--- config.mk ---
export PLATFORM = sky130hd
export DESIGN_NAME = icp_host
export DESIGN_NICKNAME = d
export VERILOG_FILES = /design/src/verilog/icp_pkg.sv /design/src/verilog/icp_host.sv /design/src/verilog/icp_i2c_bit.sv /design/src/verilog/icp_sync.sv
export SDC_FILE = /design/constraint.sdc
export NUM_CORES = 1
export LEC_CHECK = 0
export ABC_AREA = 1
export BUFFER_PORTS_ARGS = -buffer_cell sky130_fd_sc_hd__buf_2
export CAP_MARGIN = 20
export CORE_MARGIN = 2
export CORE_UTILIZATION = 40
export DETAILED_ROUTE_END_ITERATION = 8
export PLACE_DENSITY = 0.63
export SLEW_MARGIN = 20
export SYNTH_ARGS = -nofsm -noshare
export SYNTH_HDL_FRONTEND = slang
export SYNTH_SLANG_ARGS = --single-unit
--- constraint.sdc ---
create_clock -name clk_sys -period 7.5 [get_ports clk_sys]
set_clock_uncertainty 0.15 [all_clocks]
set_input_delay 1.125 -clock clk_sys [delete_from_list [all_inputs] [get_ports clk_sys]]
set_output_delay 1.125 -clock clk_sys [all_outputs]
set_load 0.02 [all_outputs]
--- src/verilog/icp_pkg.sv ---
// Shared constants and types for the command-port host controller
package icp_pkg;

	// ----------------------------------------------------------------
	// Timing
	// ----------------------------------------------------------------
	localparam int CLK_PERIOD_NS = 10;
	localparam int SCL_MIN_PERIOD_NS = 2500;
	localparam int QUARTER_CYCLES = (SCL_MIN_PERIOD_NS + 4 * CLK_PERIOD_NS - 1) / (4 * CLK_PERIOD_NS);
	localparam int QCNT_W = 7;
	localparam logic [QCNT_W-1:0] QUARTER_LAST = QCNT_W'(QUARTER_CYCLES - 1);
	localparam int INIT_RISE_TIME_US = 5000;
	localparam int INIT_RISE_CYCLES = (INIT_RISE_TIME_US * 1000) / CLK_PERIOD_NS;
	localparam int INIT_CNT_W = 20;

	// ----------------------------------------------------------------
	// Command bus framing
	// ----------------------------------------------------------------
	localparam logic [7:0] DEV_WRITE_ADDR = 8'h34;
	localparam logic [7:0] DEV_READ_ADDR = 8'h35;
	localparam logic [7:0] ESCAPE_CODE = 8'h01;
	localparam logic [7:0] WRITE_FLAG = 8'h80;
	localparam logic [7:0] STANDBY_CMD = 8'h07;
	localparam logic [7:0] STANDBY_VALUE = 8'h01;
	localparam int STAT_READY_BIT = 0;
	localparam int STAT_ERROR_BIT = 1;
	localparam logic BUS_ACK = 1'b0;

	// ----------------------------------------------------------------
	// Software register map
	// ----------------------------------------------------------------
	localparam logic [3:0] REG_CTRL = 4'h0;
	localparam logic [3:0] REG_CMD = 4'h1;
	localparam logic [3:0] REG_EXT = 4'h2;
	localparam logic [3:0] REG_LEN = 4'h3;
	localparam logic [1:0] REG_DATA_PAGE = 2'h1;
	localparam logic [3:0] REG_STATUS = 4'h8;
	localparam logic [3:0] REG_REPLY = 4'h9;
	localparam int CTRL_WRITE = 0;
	localparam int CTRL_READ = 1;
	localparam int CTRL_EXT = 2;
	localparam int CTRL_STANDBY = 3;
	localparam int CTRL_HOLD = 4;
	localparam int DATA_BYTES = 4;
	localparam int LEN_W = 3;
	localparam logic [LEN_W-1:0] LEN_MAX = 3'h4;
	localparam logic [LEN_W-1:0] LEN_ONE = 3'h1;
	localparam logic [1:0] PULSE_MAX = 2'h3;

	typedef enum logic [1:0] {OP_START, OP_STOP, OP_WRITE, OP_READ} icp_op_type;

endpackage

--- src/verilog/icp_host.sv ---
// Host controller that drives the formatter command port and watches its init flag
//
// Our own choices: strobed register access and the address map.
`timescale 1ns/1ps
module icp_host #(
	parameter int INIT_RISE_LIMIT = icp_pkg::INIT_RISE_CYCLES
) (
	input wire logic clk_sys,
	input wire logic reset,
	input wire logic [3:0] addr,
	input wire logic [7:0] wrData,
	input wire logic wrStrobe,
	input wire logic rdStrobe,
	output logic [7:0] rdData,
	input wire logic sclIn,
	output logic sclOut,
	output logic sclOe,
	input wire logic sdaIn,
	output logic sdaOut,
	output logic sdaOe,
	input wire logic initFlagPin,
	output logic activeLowResetPinN
);
	import icp_pkg::*;

	typedef enum {P_IDLE, P_WSTART, P_WADDR, P_WCMD, P_WEXT, P_WDATA, P_WSTOP,
		P_RSTART, P_RADDR, P_RSTAT, P_RDATA, P_RSTOP} icp_phase_type;
	typedef enum {I_WAIT_RISE, I_WAIT_FALL, I_RUN} icp_init_type;

	localparam logic [INIT_CNT_W-1:0] INIT_LAST = INIT_CNT_W'(INIT_RISE_LIMIT - 1);

	logic sclSync, sdaSync, flagSync;
	logic opDone, ackSeen, engSclOe, engSdaOe;
	logic [7:0] rxByte;

	icp_sync #(.WIDTH(3)) u_sync (
		.clk_sys(clk_sys),
		.reset(reset),
		.d({sclIn, sdaIn, initFlagPin}),
		.q({sclSync, sdaSync, flagSync})
	);

	// ----------------------------------------------------------------
	// Init flag tracking and device reset pin
	// ----------------------------------------------------------------
	icp_init_type init_q, init_d;
	logic [INIT_CNT_W-1:0] initCnt_q, initCnt_d;
	logic initMissing_q, initMissing_d;
	logic [1:0] pulses_q, pulses_d;
	logic flagPrev_q, flagPrev_d;
	logic hold_q, hold_d;
	logic resetPin_q, resetPin_d;
	logic initDone;

	always_comb begin
		init_d = init_q;
		initCnt_d = initCnt_q;
		initMissing_d = initMissing_q;
		pulses_d = pulses_q;
		flagPrev_d = flagSync;
		resetPin_d = !hold_q;
		if (hold_q) begin
			init_d = I_WAIT_RISE;
			initCnt_d = '0;
			initMissing_d = 1'b0;
			pulses_d = 2'd0;
		end else begin
			case (init_q)
				I_WAIT_RISE: begin
					if (flagSync) begin
						init_d = I_WAIT_FALL;
					end else if (initCnt_q == INIT_LAST) begin
						initMissing_d = 1'b1;
					end else begin
						initCnt_d = initCnt_q + 1'b1;
					end
				end
				I_WAIT_FALL: begin
					if (!flagSync) begin
						init_d = I_RUN;
					end
				end
				I_RUN: begin
					// Late pulses report init errors; two mean a memory test failure
					if (flagSync && !flagPrev_q && pulses_q != PULSE_MAX) begin
						pulses_d = pulses_q + 1'b1;
					end
				end
				default: init_d = I_WAIT_RISE;
			endcase
		end
	end

	always_ff @(posedge clk_sys or posedge reset) begin
		if (reset) begin
			init_q <= I_WAIT_RISE;
			initCnt_q <= '0;
			initMissing_q <= 1'b0;
			pulses_q <= 2'd0;
			flagPrev_q <= 1'b0;
			resetPin_q <= 1'b0;
		end else begin
			init_q <= init_d;
			initCnt_q <= initCnt_d;
			initMissing_q <= initMissing_d;
			pulses_q <= pulses_d;
			flagPrev_q <= flagPrev_d;
			resetPin_q <= resetPin_d;
		end
	end

	assign initDone = (init_q == I_RUN);

	// ----------------------------------------------------------------
	// Command sequencer and software registers
	// ----------------------------------------------------------------
	icp_phase_type phase_q, phase_d;
	logic pend_q, pend_d;
	logic opValid_q, opValid_d;
	icp_op_type opCode_q, opCode_d;
	logic [7:0] txByte_q, txByte_d;
	logic ackSend_q, ackSend_d;
	logic [7:0] cmd_q, cmd_d;
	logic [7:0] ext_q, ext_d;
	logic [LEN_W-1:0] len_q, len_d;
	logic [7:0] data_q [DATA_BYTES];
	logic [7:0] data_d [DATA_BYTES];
	logic [LEN_W-1:0] idx_q, idx_d;
	logic isRead_q, isRead_d;
	logic useExt_q, useExt_d;
	logic abort_q, abort_d;
	logic nack_q, nack_d;
	logic [7:0] devStat_q, devStat_d;
	logic [7:0] rdData_q, rdData_d;
	logic busy;
	logic devReady;
	logic [LEN_W-1:0] lenLast;

	assign busy = (phase_q != P_IDLE);
	assign devReady = devStat_q[STAT_READY_BIT];
	assign lenLast = len_q - LEN_ONE;

	always_comb begin
		phase_d = phase_q;
		pend_d = pend_q;
		opValid_d = 1'b0;
		opCode_d = opCode_q;
		txByte_d = txByte_q;
		ackSend_d = ackSend_q;
		cmd_d = cmd_q;
		ext_d = ext_q;
		len_d = len_q;
		data_d = data_q;
		idx_d = idx_q;
		isRead_d = isRead_q;
		useExt_d = useExt_q;
		abort_d = abort_q;
		nack_d = nack_q;
		devStat_d = devStat_q;
		hold_d = hold_q;
		rdData_d = 8'h00;

		// Software writes; command fields are frozen while a transfer runs
		if (wrStrobe) begin
			if (addr == REG_CTRL) begin
				hold_d = wrData[CTRL_HOLD];
				// Launch only once init is over and the last command has finished
				if (!busy && initDone && !hold_q && (wrData[CTRL_WRITE] || wrData[CTRL_READ] ||
						wrData[CTRL_STANDBY])) begin
					phase_d = P_WSTART;
					idx_d = '0;
					abort_d = 1'b0;
					nack_d = 1'b0;
					isRead_d = wrData[CTRL_READ] && !wrData[CTRL_WRITE] && !wrData[CTRL_STANDBY];
					useExt_d = wrData[CTRL_EXT] && !wrData[CTRL_STANDBY];
					if (wrData[CTRL_STANDBY]) begin
						cmd_d = STANDBY_CMD;
						data_d[0] = STANDBY_VALUE;
						len_d = LEN_ONE;
					end
				end
			end else if (!busy) begin
				if (addr == REG_CMD) begin
					cmd_d = wrData;
				end else if (addr == REG_EXT) begin
					ext_d = wrData;
				end else if (addr == REG_LEN) begin
					len_d = (wrData > 8'(LEN_MAX)) ? LEN_MAX : wrData[LEN_W-1:0];
				end else if (addr[3:2] == REG_DATA_PAGE) begin
					data_d[addr[1:0]] = wrData;
				end
			end
		end

		// Software reads, answered in the next cycle
		if (rdStrobe) begin
			if (addr == REG_CMD) begin
				rdData_d = cmd_q;
			end else if (addr == REG_EXT) begin
				rdData_d = ext_q;
			end else if (addr == REG_LEN) begin
				rdData_d = 8'(len_q);
			end else if (addr[3:2] == REG_DATA_PAGE) begin
				rdData_d = data_q[addr[1:0]];
			end else if (addr == REG_STATUS) begin
				rdData_d = {pulses_q, initMissing_q, devStat_q[STAT_ERROR_BIT], devReady, nack_q,
					initDone, busy};
			end else if (addr == REG_REPLY) begin
				rdData_d = devStat_q;
			end
		end

		// Issue one engine operation at a time; the data phases issue one per byte
		if (busy && !pend_q) begin
			pend_d = 1'b1;
			opValid_d = 1'b1;
			opCode_d = OP_WRITE;
			ackSend_d = 1'b0;
			case (phase_q)
				P_WSTART, P_RSTART: opCode_d = OP_START;
				P_WSTOP, P_RSTOP: opCode_d = OP_STOP;
				P_WADDR: txByte_d = DEV_WRITE_ADDR;
				P_WCMD: begin
					if (useExt_q) begin
						txByte_d = ESCAPE_CODE;
					end else if (isRead_q) begin
						txByte_d = cmd_q;
					end else begin
						txByte_d = cmd_q | WRITE_FLAG;
					end
				end
				P_WEXT: txByte_d = ext_q;
				P_WDATA: txByte_d = data_q[idx_q[1:0]];
				P_RADDR: txByte_d = DEV_READ_ADDR;
				P_RSTAT: begin
					opCode_d = OP_READ;
					ackSend_d = (len_q != '0);
				end
				default: begin
					opCode_d = OP_READ;
					ackSend_d = (idx_q != lenLast);
				end
			endcase
		end

		// Advance when the engine finishes
		if (busy && pend_q && opDone) begin
			pend_d = 1'b0;
			case (phase_q)
				P_WSTART: phase_d = P_WADDR;
				P_WADDR, P_WCMD, P_WEXT, P_WDATA: begin
					if (ackSeen != BUS_ACK) begin
						nack_d = 1'b1;
						abort_d = 1'b1;
						phase_d = P_WSTOP;
					end else if (phase_q == P_WADDR) begin
						phase_d = P_WCMD;
					end else if (phase_q == P_WCMD && useExt_q) begin
						phase_d = P_WEXT;
					end else if (phase_q == P_WDATA) begin
						if (idx_q == lenLast) begin
							phase_d = P_WSTOP;
						end else begin
							idx_d = idx_q + 1'b1;
						end
					end else if (!isRead_q && len_q != '0) begin
						phase_d = P_WDATA;
					end else begin
						phase_d = P_WSTOP;
					end
				end
				P_WSTOP: phase_d = (isRead_q && !abort_q) ? P_RSTART : P_IDLE;
				P_RSTART: phase_d = P_RADDR;
				P_RADDR: begin
					if (ackSeen != BUS_ACK) begin
						nack_d = 1'b1;
						abort_d = 1'b1;
						phase_d = P_RSTOP;
					end else begin
						phase_d = P_RSTAT;
					end
				end
				P_RSTAT: begin
					devStat_d = rxByte;
					idx_d = '0;
					phase_d = (len_q == '0) ? P_RSTOP : P_RDATA;
				end
				P_RDATA: begin
					if (devReady) begin
						data_d[idx_q[1:0]] = rxByte;
					end
					if (idx_q == lenLast) begin
						phase_d = P_RSTOP;
					end else begin
						idx_d = idx_q + 1'b1;
					end
				end
				P_RSTOP: phase_d = (abort_q || devReady) ? P_IDLE : P_RSTART;
				default: phase_d = P_IDLE;
			endcase
		end
	end

	always_ff @(posedge clk_sys or posedge reset) begin
		if (reset) begin
			phase_q <= P_IDLE;
			pend_q <= 1'b0;
			opValid_q <= 1'b0;
			opCode_q <= OP_START;
			txByte_q <= 8'h00;
			ackSend_q <= 1'b0;
			cmd_q <= 8'h00;
			ext_q <= 8'h00;
			len_q <= '0;
			data_q <= '{default: 8'h00};
			idx_q <= '0;
			isRead_q <= 1'b0;
			useExt_q <= 1'b0;
			abort_q <= 1'b0;
			nack_q <= 1'b0;
			devStat_q <= 8'h00;
			hold_q <= 1'b0;
			rdData_q <= 8'h00;
		end else begin
			phase_q <= phase_d;
			pend_q <= pend_d;
			opValid_q <= opValid_d;
			opCode_q <= opCode_d;
			txByte_q <= txByte_d;
			ackSend_q <= ackSend_d;
			cmd_q <= cmd_d;
			ext_q <= ext_d;
			len_q <= len_d;
			data_q <= data_d;
			idx_q <= idx_d;
			isRead_q <= isRead_d;
			useExt_q <= useExt_d;
			abort_q <= abort_d;
			nack_q <= nack_d;
			devStat_q <= devStat_d;
			hold_q <= hold_d;
			rdData_q <= rdData_d;
		end
	end

	// ----------------------------------------------------------------
	// Bit engine, clocked no faster than the bus limit
	// ----------------------------------------------------------------
	icp_i2c_bit u_bit (
		.clk_sys(clk_sys),
		.reset(reset),
		.opValid(opValid_q),
		.opCode(opCode_q),
		.txByte(txByte_q),
		.ackSend(ackSend_q),
		.sclIn(sclSync),
		.sdaIn(sdaSync),
		.opDone(opDone),
		.rxByte(rxByte),
		.ackSeen(ackSeen),
		.sclOe(engSclOe),
		.sdaOe(engSdaOe)
	);

	assign rdData = rdData_q;
	assign sclOut = 1'b0;
	assign sdaOut = 1'b0;
	assign sclOe = engSclOe;
	assign sdaOe = engSdaOe;
	assign activeLowResetPinN = resetPin_q;
endmodule

--- src/verilog/icp_i2c_bit.sv ---
// Bus bit engine: start, stop, and 9-bit byte transfers with clock stretching
`timescale 1ns/1ps
module icp_i2c_bit (
	input wire logic clk_sys,
	input wire logic reset,
	input wire logic opValid,
	input wire icp_pkg::icp_op_type opCode,
	input wire logic [7:0] txByte,
	input wire logic ackSend,
	input wire logic sclIn,
	input wire logic sdaIn,
	output logic opDone,
	output logic [7:0] rxByte,
	output logic ackSeen,
	output logic sclOe,
	output logic sdaOe
);
	import icp_pkg::*;

	typedef enum logic [1:0] {B_IDLE, B_START, B_BIT, B_STOP} icp_bit_state_type;

	icp_bit_state_type state_q, state_d;
	logic [1:0] step_q, step_d;
	logic [QCNT_W-1:0] qCnt_q, qCnt_d;
	logic [3:0] bitIdx_q, bitIdx_d;
	logic [8:0] tx_q, tx_d;
	logic [8:0] rx_q, rx_d;
	logic sclOe_q, sclOe_d;
	logic sdaOe_q, sdaOe_d;
	logic done_q, done_d;
	logic stretch;
	logic tick;

	// ----------------------------------------------------------------
	// Quarter-bit sequencing
	// ----------------------------------------------------------------
	always_comb begin
		state_d = state_q;
		step_d = step_q;
		bitIdx_d = bitIdx_q;
		tx_d = tx_q;
		rx_d = rx_q;
		sclOe_d = sclOe_q;
		sdaOe_d = sdaOe_q;
		done_d = 1'b0;
		// Released clock held low by the far end keeps the quarter timer at zero
		stretch = !sclOe_q && !sclIn;
		tick = (qCnt_q == QUARTER_LAST) && !stretch;
		if (state_q == B_IDLE || stretch || tick) begin
			qCnt_d = '0;
		end else begin
			qCnt_d = qCnt_q + 1'b1;
		end
		case (state_q)
			B_IDLE: begin
				if (opValid) begin
					step_d = 2'd0;
					bitIdx_d = 4'd0;
					rx_d = '0;
					case (opCode)
						OP_START: begin
							state_d = B_START;
							sclOe_d = 1'b0;
							sdaOe_d = 1'b0;
						end
						OP_STOP: begin
							state_d = B_STOP;
							sclOe_d = 1'b1;
							sdaOe_d = 1'b1;
						end
						OP_WRITE: begin
							state_d = B_BIT;
							tx_d = {txByte, 1'b1};
							sclOe_d = 1'b1;
						end
						default: begin
							state_d = B_BIT;
							tx_d = {8'hff, !ackSend};
							sclOe_d = 1'b1;
						end
					endcase
				end
			end
			B_START: begin
				if (tick) begin
					step_d = step_q + 1'b1;
					case (step_q)
						2'd0: sdaOe_d = 1'b1;
						2'd1: sclOe_d = 1'b1;
						default: begin
							done_d = 1'b1;
							state_d = B_IDLE;
						end
					endcase
				end
			end
			B_STOP: begin
				if (tick) begin
					step_d = step_q + 1'b1;
					case (step_q)
						2'd0: sclOe_d = 1'b1;
						2'd1: sclOe_d = 1'b0;
						2'd2: sdaOe_d = 1'b0;
						default: begin
							done_d = 1'b1;
							state_d = B_IDLE;
						end
					endcase
				end
			end
			B_BIT: begin
				if (tick) begin
					step_d = step_q + 1'b1;
					case (step_q)
						2'd0: begin
							// Data moves a quarter bit after the clock went low
							sdaOe_d = !tx_q[8];
						end
						2'd1: sclOe_d = 1'b0;
						2'd2: rx_d = {rx_q[7:0], sdaIn};
						default: begin
							// Clock pulled low; data holds until the next quarter
							sclOe_d = 1'b1;
							if (bitIdx_q == 4'd8) begin
								done_d = 1'b1;
								state_d = B_IDLE;
							end else begin
								bitIdx_d = bitIdx_q + 1'b1;
								tx_d = {tx_q[7:0], 1'b1};
							end
						end
					endcase
				end
			end
			default: state_d = B_IDLE;
		endcase
	end

	always_ff @(posedge clk_sys or posedge reset) begin
		if (reset) begin
			state_q <= B_IDLE;
			step_q <= 2'd0;
			qCnt_q <= '0;
			bitIdx_q <= 4'd0;
			tx_q <= '1;
			rx_q <= '0;
			sclOe_q <= 1'b0;
			sdaOe_q <= 1'b0;
			done_q <= 1'b0;
		end else begin
			state_q <= state_d;
			step_q <= step_d;
			qCnt_q <= qCnt_d;
			bitIdx_q <= bitIdx_d;
			tx_q <= tx_d;
			rx_q <= rx_d;
			sclOe_q <= sclOe_d;
			sdaOe_q <= sdaOe_d;
			done_q <= done_d;
		end
	end

	assign opDone = done_q;
	assign rxByte = rx_q[8:1];
	assign ackSeen = rx_q[0];
	assign sclOe = sclOe_q;
	assign sdaOe = sdaOe_q;
endmodule

--- src/verilog/icp_sync.sv ---
// Two-flop synchroniser for pin inputs
`timescale 1ns/1ps
module icp_sync #(
	parameter int WIDTH = 1
) (
	input wire logic clk_sys,
	input wire logic reset,
	input wire logic [WIDTH-1:0] d,
	output logic [WIDTH-1:0] q
);
	import icp_pkg::*;

	logic [WIDTH-1:0] meta_q;
	logic [WIDTH-1:0] sync_q;

	always_ff @(posedge clk_sys or posedge reset) begin
		if (reset) begin
			// Clear low so the init flag shows no false rise after reset
			meta_q <= '0;
			sync_q <= '0;
		end else begin
			meta_q <= d;
			sync_q <= meta_q;
		end
	end

	assign q = sync_q;
endmodule
Word level (Yosys, flattened, before mapping) --
Index checks and enable logic that the tools add are counted.
Word-level totals: register bits 219, word-level logic and storage cells 362
Cells by class: order comparisons 5, add/subtract/negate cells 7, bitwise gates (word level) 5, reduce and logical (&&, ||, !) cells 81, muxes and demuxes 161, equality and inequality tests 65
Operator list (count):
- 32-bit 2-to-1 mux | 22
- 32-bit case mux with 8 select lines | 1
- 32-bit by 3-bit equality test with 1-bit output, second input constant | 7
- 8-bit 2-to-1 mux | 23
- 32-bit by 4-bit equality test with 1-bit output, second input constant | 5
- 32-bit by 2-bit equality test with 1-bit output, second input constant | 3
- 32-bit case mux with 3 select lines | 1
- 20-bit 2-to-1 mux | 4
- 32-bit bitwise mux | 2
- 32-bit by 1-bit equality test with 1-bit output, second input constant | 2
- 9-bit 2-to-1 mux | 7
- 3-bit 2-to-1 mux | 19
- 9-bit case mux with 2 select lines | 3
- 1-bit 2-to-1 mux | 40
- 8-bit case mux with 5 select lines | 1
- 8-bit binary-select mux with 2-bit select | 2
- 8-bit demux with 2-bit select | 2
- 32-bit logical NOT | 1
- 32-bit nonzero test | 1
- 2-bit 2-to-1 mux | 15
- 2-bit != test, second input constant | 14
- 24-bit 2-to-1 mux | 1
- 2-bit by 1-bit != test with 1-bit output, second input constant | 12
- 20-bit by 1-bit adder with 20-bit output, second input constant | 1
- 53 further kinds | 135

Longest topological paths before layout --
Gate-level depths: netlist of run 1.
depth in word-level cells 17, gate-level depth with buffers 15

By module --
From an unflattened synthesis of run 1, not the netlist that was laid out.
Second synthesis, totals: cell total of the unflattened synthesis 1386, area, all modules 10751.6 µm²
By module, submodules not included:
- icp_host | instances 1, area each 8415.6 µm², cells an instance 1114, seq. area each 3678.5 µm²
- icp_i2c_bit | instances 1, area each 2182.1 µm², cells an instance 265, seq. area each 912.1 µm²
- icp_sync | instances 1, area each 153.9 µm², cells an instance 7, seq. area each 150.1 µm²

Worst setup path after synthesis of run 1 --
No wires, ideal clock.
path kind input to register, from in addr[0], to reg idx_q[0], setup time 127 ps, arrival time 2424 ps, buffers on the path 2, path slack 4799 ps, stages 10, cells stage by stage buf_2 -> nor2_1 -> nand2_2 -> nor2_1 -> nand4_1 -> buf_2 -> nand3_1 -> nand3_1 -> nor2_1 -> a21oi_1
On the way: cells in the longest elaborated chain, start to end 10
RTL lines:
- from (decl) | line icp_host.sv:10 | input wire logic [3:0] addr,
- 4-bit logical NOT (*) | line icp_host.sv:165 | if (addr == REG_CTRL) begin
- 3-bit 2-to-1 mux (*) | line icp_host.sv:165
- 3-bit 2-to-1 mux (*) | line icp_host.sv:164 | if (wrStrobe) begin
- 3-bit 2-to-1 mux | line icp_host.sv:261, icp_host.sv:292
- 3-bit 2-to-1 mux | line icp_host.sv:260 | end else if (phase_q == P_WDATA) begin
- 3-bit 2-to-1 mux | line icp_host.sv:258 | end else if (phase_q == P_WCMD && useExt_q) begin
- 3-bit 2-to-1 mux | line icp_host.sv:256 | end else if (phase_q == P_WADDR) begin
- 3-bit 2-to-1 mux | line icp_host.sv:252 | if (ackSeen != BUS_ACK) begin
- 3-bit case mux with 3 select lines | line icp_host.sv:249 | case (phase_q)
- 3-bit 2-to-1 mux (*) | line icp_host.sv:247 | if (busy && pend_q && opDone) begin
- via idx_d[0] | line icp_host.sv:128 | logic [LEN_W-1:0] idx_q, idx_d;
- to (signal assigned) | line icp_host.sv:335 | idx_q <= idx_d;
- to (decl) | line icp_host.sv:128
The timed path passes the listed nets; every way through them passes the cells marked *. A chain may end at the register's enable or synchronous reset.

Final worst setup path of run 1 --
from in addr[0], to reg idx_q[1]
Same word-level chain as after synthesis.

==> results.json, run 1 <==
{
  "status": "finished clean",
  "async_reset_ff_share_pct": 100.0,
  "worst_pin_slew_ps": 1002,
  "grt_overflow": 0,
  "p_clk_share_pct": 43.1,
  "dp_worst_setup_slack_ps": 3387,
  "clk_pin_slew_ps": 80,
  "grt_setup_unrepaired": "false",
  "yosysUniqueCellTypes": 50,
  "fin_crit_sh_pct": 50.45,
  "cts_resized": 0,
  "dp_cells": 1698,
  "clock_sinks": 189,
  "cts_made_buffers": 17,
  "cp_common_cell": "nand2_1",
  "power_frac_seq_pct": 49.6,
  "cts_htree_levels": 4,
  "placed_area_um2": 10800,
  "drive_above_1_share_pct": 7.670,
  "multi_input_area_um2": 4766,
  "setup_viol": 0,
  "grt_use_total_pct": 22.36,
  "rrSetupSlack_ps": 4390,
  "synth_area_per_cell_um2": 7.597,
  "rr_worst_depth": 7,
  "critPathCaptureType": "register",
  "synth_compound_area_share_pct": 15.19,
  "final_cell_mix": "nand2_1 (306), dfrtp_1 (180), inv_1 (177), nor2_1 (163), o21ai_0 (140)",
  "timing.rr.end": "initCnt_q[5]$_DFFE_PP0P_",
  "drv_cap": 0,
  "cp-startpoint": "addr[0]",
  "grt_max_degree": 120,
  "die_w_um": 165.4,
  "syn_area_um2": 10410,
  "finalMaxSlewViolations": 0,
  "io_pins": 32,
  "clockBufferDepth": 2,
  "finalWirelength_um": 29240,
  "viasPerCell": 5.296,
  "switching_power_mw": 0.6017,
  "die_area_um2": 27340,
  "io_buffers": 29,
  "ctsHoldBuffers": 0,
  "endpoint": "idx_q[1]$_DFF_PP0_",
  "antenna_found_initial": 1,
  "ant_nets": 0,
  "synth_top_family_by_area": "simple AND/OR/NAND/NOR gates",
  "synth_ff_type": "dfrtp_1",
  "vias": 9162,
  "syn_to_final_growth_pct": 9.503,
  "routedWlPerCell_um": 16.90,
  "start_util_pct": 40.31,
  "slew_headroom_pct": 32.98,
  "setup_ws_ps": 3716,
  "fin_util_pct": 44.14,
  "synthAdderAreaFrac_pct": 1.922,
  "cp-start-kind": "primary input",
  "worstPathArrival_ps": 3970,
  "hold_viol": 0,
  "cts_root_buffer": "clkbuf_16",
  "cts_tree": "yes",
  "synthSimpleGateAreaFrac_pct": 26.08,
  "slowest_delay_ps": 780,
  "crit_required_ps": 7690,
  "grt_pass1_vias": 8609,
  "drt_iter0_drc": 809,
  "combPwrFrac_pct": 7.3,
  "dieHeight_um": 165.4,
  "core_area_um2": 25840,
  "synthXorXnorAreaFrac_pct": 1.598,
  "post_cts_buffers": 0,
  "ys_ff_latch": 189,
  "antenna_cells": 0,
  "grt_pass1_wl_um": 46950,
  "dp.final_hpwl_um": 20520,
  "peakVddDrop_v": 0.0001557,
  "fill_cells": 2652,
  "nNetsFinal": 1417,
  "internal_power_mw": 1.561,
  "drt_first_pass_iters": 5,
  "seqCellArea_um2": 4741,
  "cp_num_buf_inv": 2,
  "mostFrequentLayoutCell": "nand2_1",
  "synth_edf_count": 0,
  "leakagePower_nw": 5.528,
  "seq_area_frac_synth_pct": 45.52,
  "yosys_warnings": 0,
  "cp.depth": 11,
  "finalSetupTns_ps": 0,
  "cp_top_family": "simple AND/OR/NAND/NOR gates",
  "path_cells": "buf_2 -> nor2_1 -> nand2_2 -> nor2_1 -> nand4_1 -> nand3_1 -> nand2_1 -> nand2_1 -> nand3_1 -> nand2_1 -> inv_1",
  "instances_no_fill": 1730,
  "fin_area_um2": 11400,
  "path_class": "primary input to register",
  "hp-class": "register to register",
  "slowest_stage": "nor2_1",
  "clock_latency_ps": 440,
  "cp_max_fo": 19,
  "gp_congestion": 0.9729,
  "yosys-mux-area-fraction_pct": 0.7568,
  "r2r-start": "hold_q$_DFFE_PP0P_",
  "rows": 59,
  "p_per_area_nw_per_um2": 189.6,
  "fmax_ghz": 0.2643,
  "timing.final.crit_period_ps": 3784,
  "postSynthCellCount": 1371,
  "drc": 0,
  "p_sw_share_pct": 27.83
}
==> state kept, by name, summed over array words and instances (netlist names), 3 cells and up <==
register / count
u_bit.rx_q: 9
idx_q: 3
u_bit.tx_q: 9
initCnt_q: 20
u_sync.q: 3
u_bit.qCnt_q: 7
u_bit.bitIdx_q: 4
data_q: 32
devStat_q: 8
phase_q: 32
txByte_q: 8
len_q: 3
u_sync.meta_q: 3
ext_q: 8
rdData: 8
cmd_q: 8
==> synth_stat cells (9+ instances only) <==
master	instances	area, um2
o21ai_0	140	700.7
nand4_1	31	193.9
a21oi_1	60	300.3
ha_1	16	200.2
buf_2	10	50.05
nand2_1	306	1149
nor3_1	24	120.1
xor2_1	13	113.9
dfrtp_1	180	4504
o31ai_1	11	82.58
dfstp_2	9	236.5
inv_1	178	668.1
nand3_1	77	385.4
o22ai_1	16	100.1
clkbuf_1	20	75.07
o21ai_1	15	75.07
o211ai_1	19	142.6
nor2_1	165	619.3
==> kinds of logic after synthesis <==
family	Yosys count
buffers and inverters	227
AOI/OAI and AO/OA	284
adders and majority gates	16
other	1
and+or+nand+nor	628
xor gates and xnor gates	19
muxes	7
DFF	189
==> per-stage QoR <==
stage	power (mW)	hold WS (ps)
finish	2.162	201.7
global route	2.247	220.1
CTS	2.182	203.9
detailed placement	1.249	184.7
global placement	1.246	184.4
floorplan	1.190	181.2
==> power by group through the flow <==
stage	sequential, mW	combinational (mW)	clock (mW)
CTS	1.07	0.158	0.953
global route	1.08	0.179	0.993
detailed placement	1.09	0.157	0
finish	1.07	0.158	0.933
global placement	1.09	0.154	0
floorplan	1.08	0.106	0
==> layer usage <==
layer / track usage [%] / vias up / share of wire [%]
met5: 0 / - / 0
met4: 5.956 / 0 / 1.9
met3: 3.946 / 39 / 6.1
met2: 35.21 / 258 / 45
met1: 31.89 / 4348 / 47
li1: - / 4517 / -
==> cell type report <==
type | count | area share, %
multi-input combinational | 956 | 41.79
sequential | 189 | 41.57
inverter | 185 | 6.166
clock buffer | 17 | 3.730
tap | 335 | 3.675
clock inverter | 15 | 1.536
timing repair buffer | 33 | 1.536
==> worst min path at each step <==
stage	slack (ps)	from	cells past startpoint	end
finish	200	u_sync.meta_q[2]$_DFF_PP0_	0	u_sync.q[2]$_DFF_PP0_
global route	220	u_sync.meta_q[0]$_DFF_PP0_	0	u_sync.q[0]$_DFF_PP0_
CTS	200	u_sync.meta_q[2]$_DFF_PP0_	0	u_sync.q[2]$_DFF_PP0_
detailed placement	180	u_sync.meta_q[2]$_DFF_PP0_	0	u_sync.q[2]$_DFF_PP0_
global placement	180	u_sync.meta_q[1]$_DFF_PP0_	0	u_sync.q[1]$_DFF_PP0_
floorplan	180	u_sync.meta_q[0]$_DFF_PP0_	0	u_sync.q[0]$_DFF_PP0_
==> worst reg2reg max path, delay by kind of cell, from the launching register on <==
| family | cells | cell delay [ps] |
|---|---|---|
| AO/OA/AOI/OAI | 2 | 330 |
| buffers and inverters | 2 | 910 |
| AND/OR/NAND/NOR | 3 | 950 |
| flip-flops | 1 | 720 |
Power figures use the tool's default switching activity.
==> run 2: changes to the inputs <==
Settings changed: ABC_AREA 1 to 0, PLACE_DENSITY 0.63 to 0.65.
Clock period 7.5 ns to 3.2 ns, I/O delays scaled along.
==> results.json, run 2 <==
{
  "dp_cells": 1327,
  "p_per_area_nw_per_um2": 430.1,
  "path_class": "register to register",
  "dp.final_hpwl_um": 17580,
  "slowest_stage": "nor4_1",
  "hp-class": "register to register",
  "finalMaxSlewViolations": 0,
  "leakagePower_nw": 4.965,
  "seq_area_frac_synth_pct": 47.17,
  "grt_pass1_wl_um": 40430,
  "slowest_delay_ps": 480,
  "vias": 7726,
  "drt_iter0_drc": 620,
  "crit_required_ps": 3360,
  "instances_no_fill": 1362,
  "routedWlPerCell_um": 18.32,
  "drive_above_1_share_pct": 17.34,
  "critPathCaptureType": "register",
  "synth_commonest_cells": "dfrtp_1 (180), nand2_1 (91), o21ai_0 (72)",
  "clockBufferDepth": 2,
  "rrSetupSlack_ps": 330,
  "setup_ws_ps": 329.2,
  "hold_end": "u_sync.q[1]$_DFF_PP0_",
  "timing.final.crit_period_ps": 2871,
  "cp_num_buf_inv": 1,
  "cts_root_buffer": "clkbuf_16",
  "grt_max_degree": 63,
  "rows": 58,
  "slew_headroom_pct": 39.92,
  "synth_most_common_cell": "dfrtp_1",
  "synth_edf_count": 0,
  "grt_setup_unrepaired": "false",
  "timing.rr.end": "cmd_q[7]$_DFFE_PP0P_",
  "ant_nets": 0,
  "drv_cap": 0,
  "fmax_ghz": 0.3483,
  "fin_crit_sh_pct": 89.71,
  "path_cells": "nor4_1 -> and4_1 -> nand4_4 -> nor4b_4 -> buf_4 -> mux2_2",
  "die_w_um": 162.5,
  "setup_viol": 0,
  "worst_pin_slew_ps": 893.8,
  "mostFrequentLayoutCell": "dfrtp_1",
  "worstPathArrival_ps": 3030,
  "dp_worst_setup_slack_ps": 377.3,
  "cts_made_buffers": 17,
  "cts_htree_levels": 4,
  "rr_worst_depth": 6,
  "fill_cells": 2308,
  "die_area_um2": 26410,
  "io_pins": 32,
  "clock_sinks": 189,
  "nNetsFinal": 1055,
  "postSynthCellCount": 984,
  "cp_max_fo": 9,
  "status": "finished clean",
  "drc": 0,
  "worstHoldStart": "u_sync.meta_q[1]$_DFF_PP0_",
  "internal_power_mw": 3.688,
  "cts_tree": "yes",
  "cp_top_family": "simple AND/OR/NAND/NOR gates",
  "fin_worst_hold_slack_ps": 201.7,
  "grt_pass1_vias": 7429,
  "top_regs": "data_q: 32 flops, phase_q: 32 flops, initCnt_q: 20 flops",
  "gp_congestion": 0.9227,
  "synth_ff_type": "dfrtp_1",
  "finalPower_mw": 4.869,
  "hold_depth": 0,
  "io_buffers": 29,
  "r2r-start": "phase_q[10]$_DFF_PP0_",
  "switching_power_mw": 1.181,
  "synth_area_leaders": "dfrtp_1 (45%), mux2i_1 (4.2%), mux2_2 (3.9%), o21ai_0 (3.6%), mux4_2 (3.6%)",
  "syn_to_final_growth_pct": 12.64,
  "ys_ff_latch": 189,
  "hold_viol": 0,
  "cp-start-kind": "register",
  "syn_area_um2": 10050,
  "synth_top_area_share_pct": 44.82,
  "grt_use_total_pct": 19.51,
  "dieHeight_um": 162.5,
  "antenna_found_initial": 0,
  "async_reset_ff_share_pct": 100.0,
  "drt_first_pass_iters": 5,
  "yosysUniqueCellTypes": 77,
  "finalWirelength_um": 24950,
  "peakVddDrop_v": 0.0003440,
  "yosysTopAreaCell": "dfrtp_1",
  "viasPerCell": 5.673,
  "power_frac_seq_pct": 50.4,
  "post_cts_buffers": 0,
  "final_cell_mix": "dfrtp_1 (180), nand2_1 (91), o21ai_0 (72), nor2_1 (62), nor2b_1 (52)",
  "synth_area_per_cell_um2": 10.21,
  "clk_pin_slew_ps": 70,
  "finalSetupTns_ps": 0,
  "p_clk_share_pct": 43.6,
  "clock_latency_ps": 430,
  "antenna_cells": 0,
  "start_util_pct": 40.38,
  "yosys_warnings": 0,
  "grt_overflow": 0,
  "core_area_um2": 24890,
  "combPwrFrac_pct": 6.0,
  "p_sw_share_pct": 24.26
}
run 2: cell count changes after synthesis, moves of 14 or more:
cell      change
nand2b_1     +14
nor2_1      -103
mux4_2       +16
nand4_1      -16
mux2i_1      +42
a21oi_1      -31
nand2_1     -215
inv_1       -137
nor2b_1      +52
mux2_2       +28
nand3_1      -42
o21ai_0      -68
run 2: metrics by stage:
stage	util, %	cell area [um2]
2_1_floorplan	-	10060
3_3_place_gp	43.00	10700
3_5_place_dp	43.00	10700
4_1_cts	45.48	11320
5_1_grt	45.48	11320
6_report	45.48	11320
run 2: area by class of cell:
type	instances	area, um2	share of cell area [%]
clock inverter	13	137.6	1.216
timing repair buffer	71	508.0	4.487
sequential	189	4741	41.88
clock buffer	18	439.2	3.879
multi-input combinational	700	4925	43.50
inverter	41	157.7	1.393
tap	330	412.9	3.647
run 2: how the worst max path moves through the flow:
stage | depth (start not counted) | endpoint | slack [ps] | from
detailed placement | 6 | cmd_q[7]$_DFFE_PP0P_ | 380 | phase_q[10]$_DFF_PP0_
floorplan | 1 | abort_q$_DFF_PP0_ | 140 | reset
finish | 6 | cmd_q[7]$_DFFE_PP0P_ | 330 | phase_q[10]$_DFF_PP0_
global placement | 6 | cmd_q[7]$_DFFE_PP0P_ | 440 | phase_q[10]$_DFF_PP0_
CTS | 6 | cmd_q[7]$_DFFE_PP0P_ | 360 | phase_q[10]$_DFF_PP0_
global route | 5 | data_q[23]$_DFF_PP0_ | 120 | phase_q[5]$_DFF_PP0_
run 2: repair_timing:
| action | in CTS | in global routing |
|---|---|---|
| gates resized for setup | 0 | 0 |
| hold buffers | 4 | 0 |
| endpoints found under the hold margin | 23 | 0 |
| endpoints found under the setup margin | 0 | 0 |
run 2: cells by family after synthesis:
group                    share of synthesized area (%)
buffers and inverters                            3.872
adder cells (fa/ha/maj)                          1.992
AND/OR/NAND/NOR                                  19.86
flip-flops                                       47.17
AO/OA/AOI/OAI                                    13.48
other                                          0.03731
multiplexers                                     11.80
XOR/XNOR                                         1.793
run 2: routing by layer:
metal  part of all wire, %  vias to the layer above  GRT usage [%]
met5                     0                        -              0
met4                   2.5                        0          6.879
met3                   4.5                       43          3.387
met2                    48                      201          31.66
met1                    45                     3848          26.47
li1                      -                     3634              -
run 2: power groups by stage:
stage	sequential [mW]	clock, mW	combinational, mW
after global placement	2.50	0	0.289
after global routing	2.46	2.27	0.326
after floorplan	2.50	0	0.179
final	2.45	2.12	0.294
after detailed placement	2.50	0	0.293
after CTS	2.45	2.17	0.298
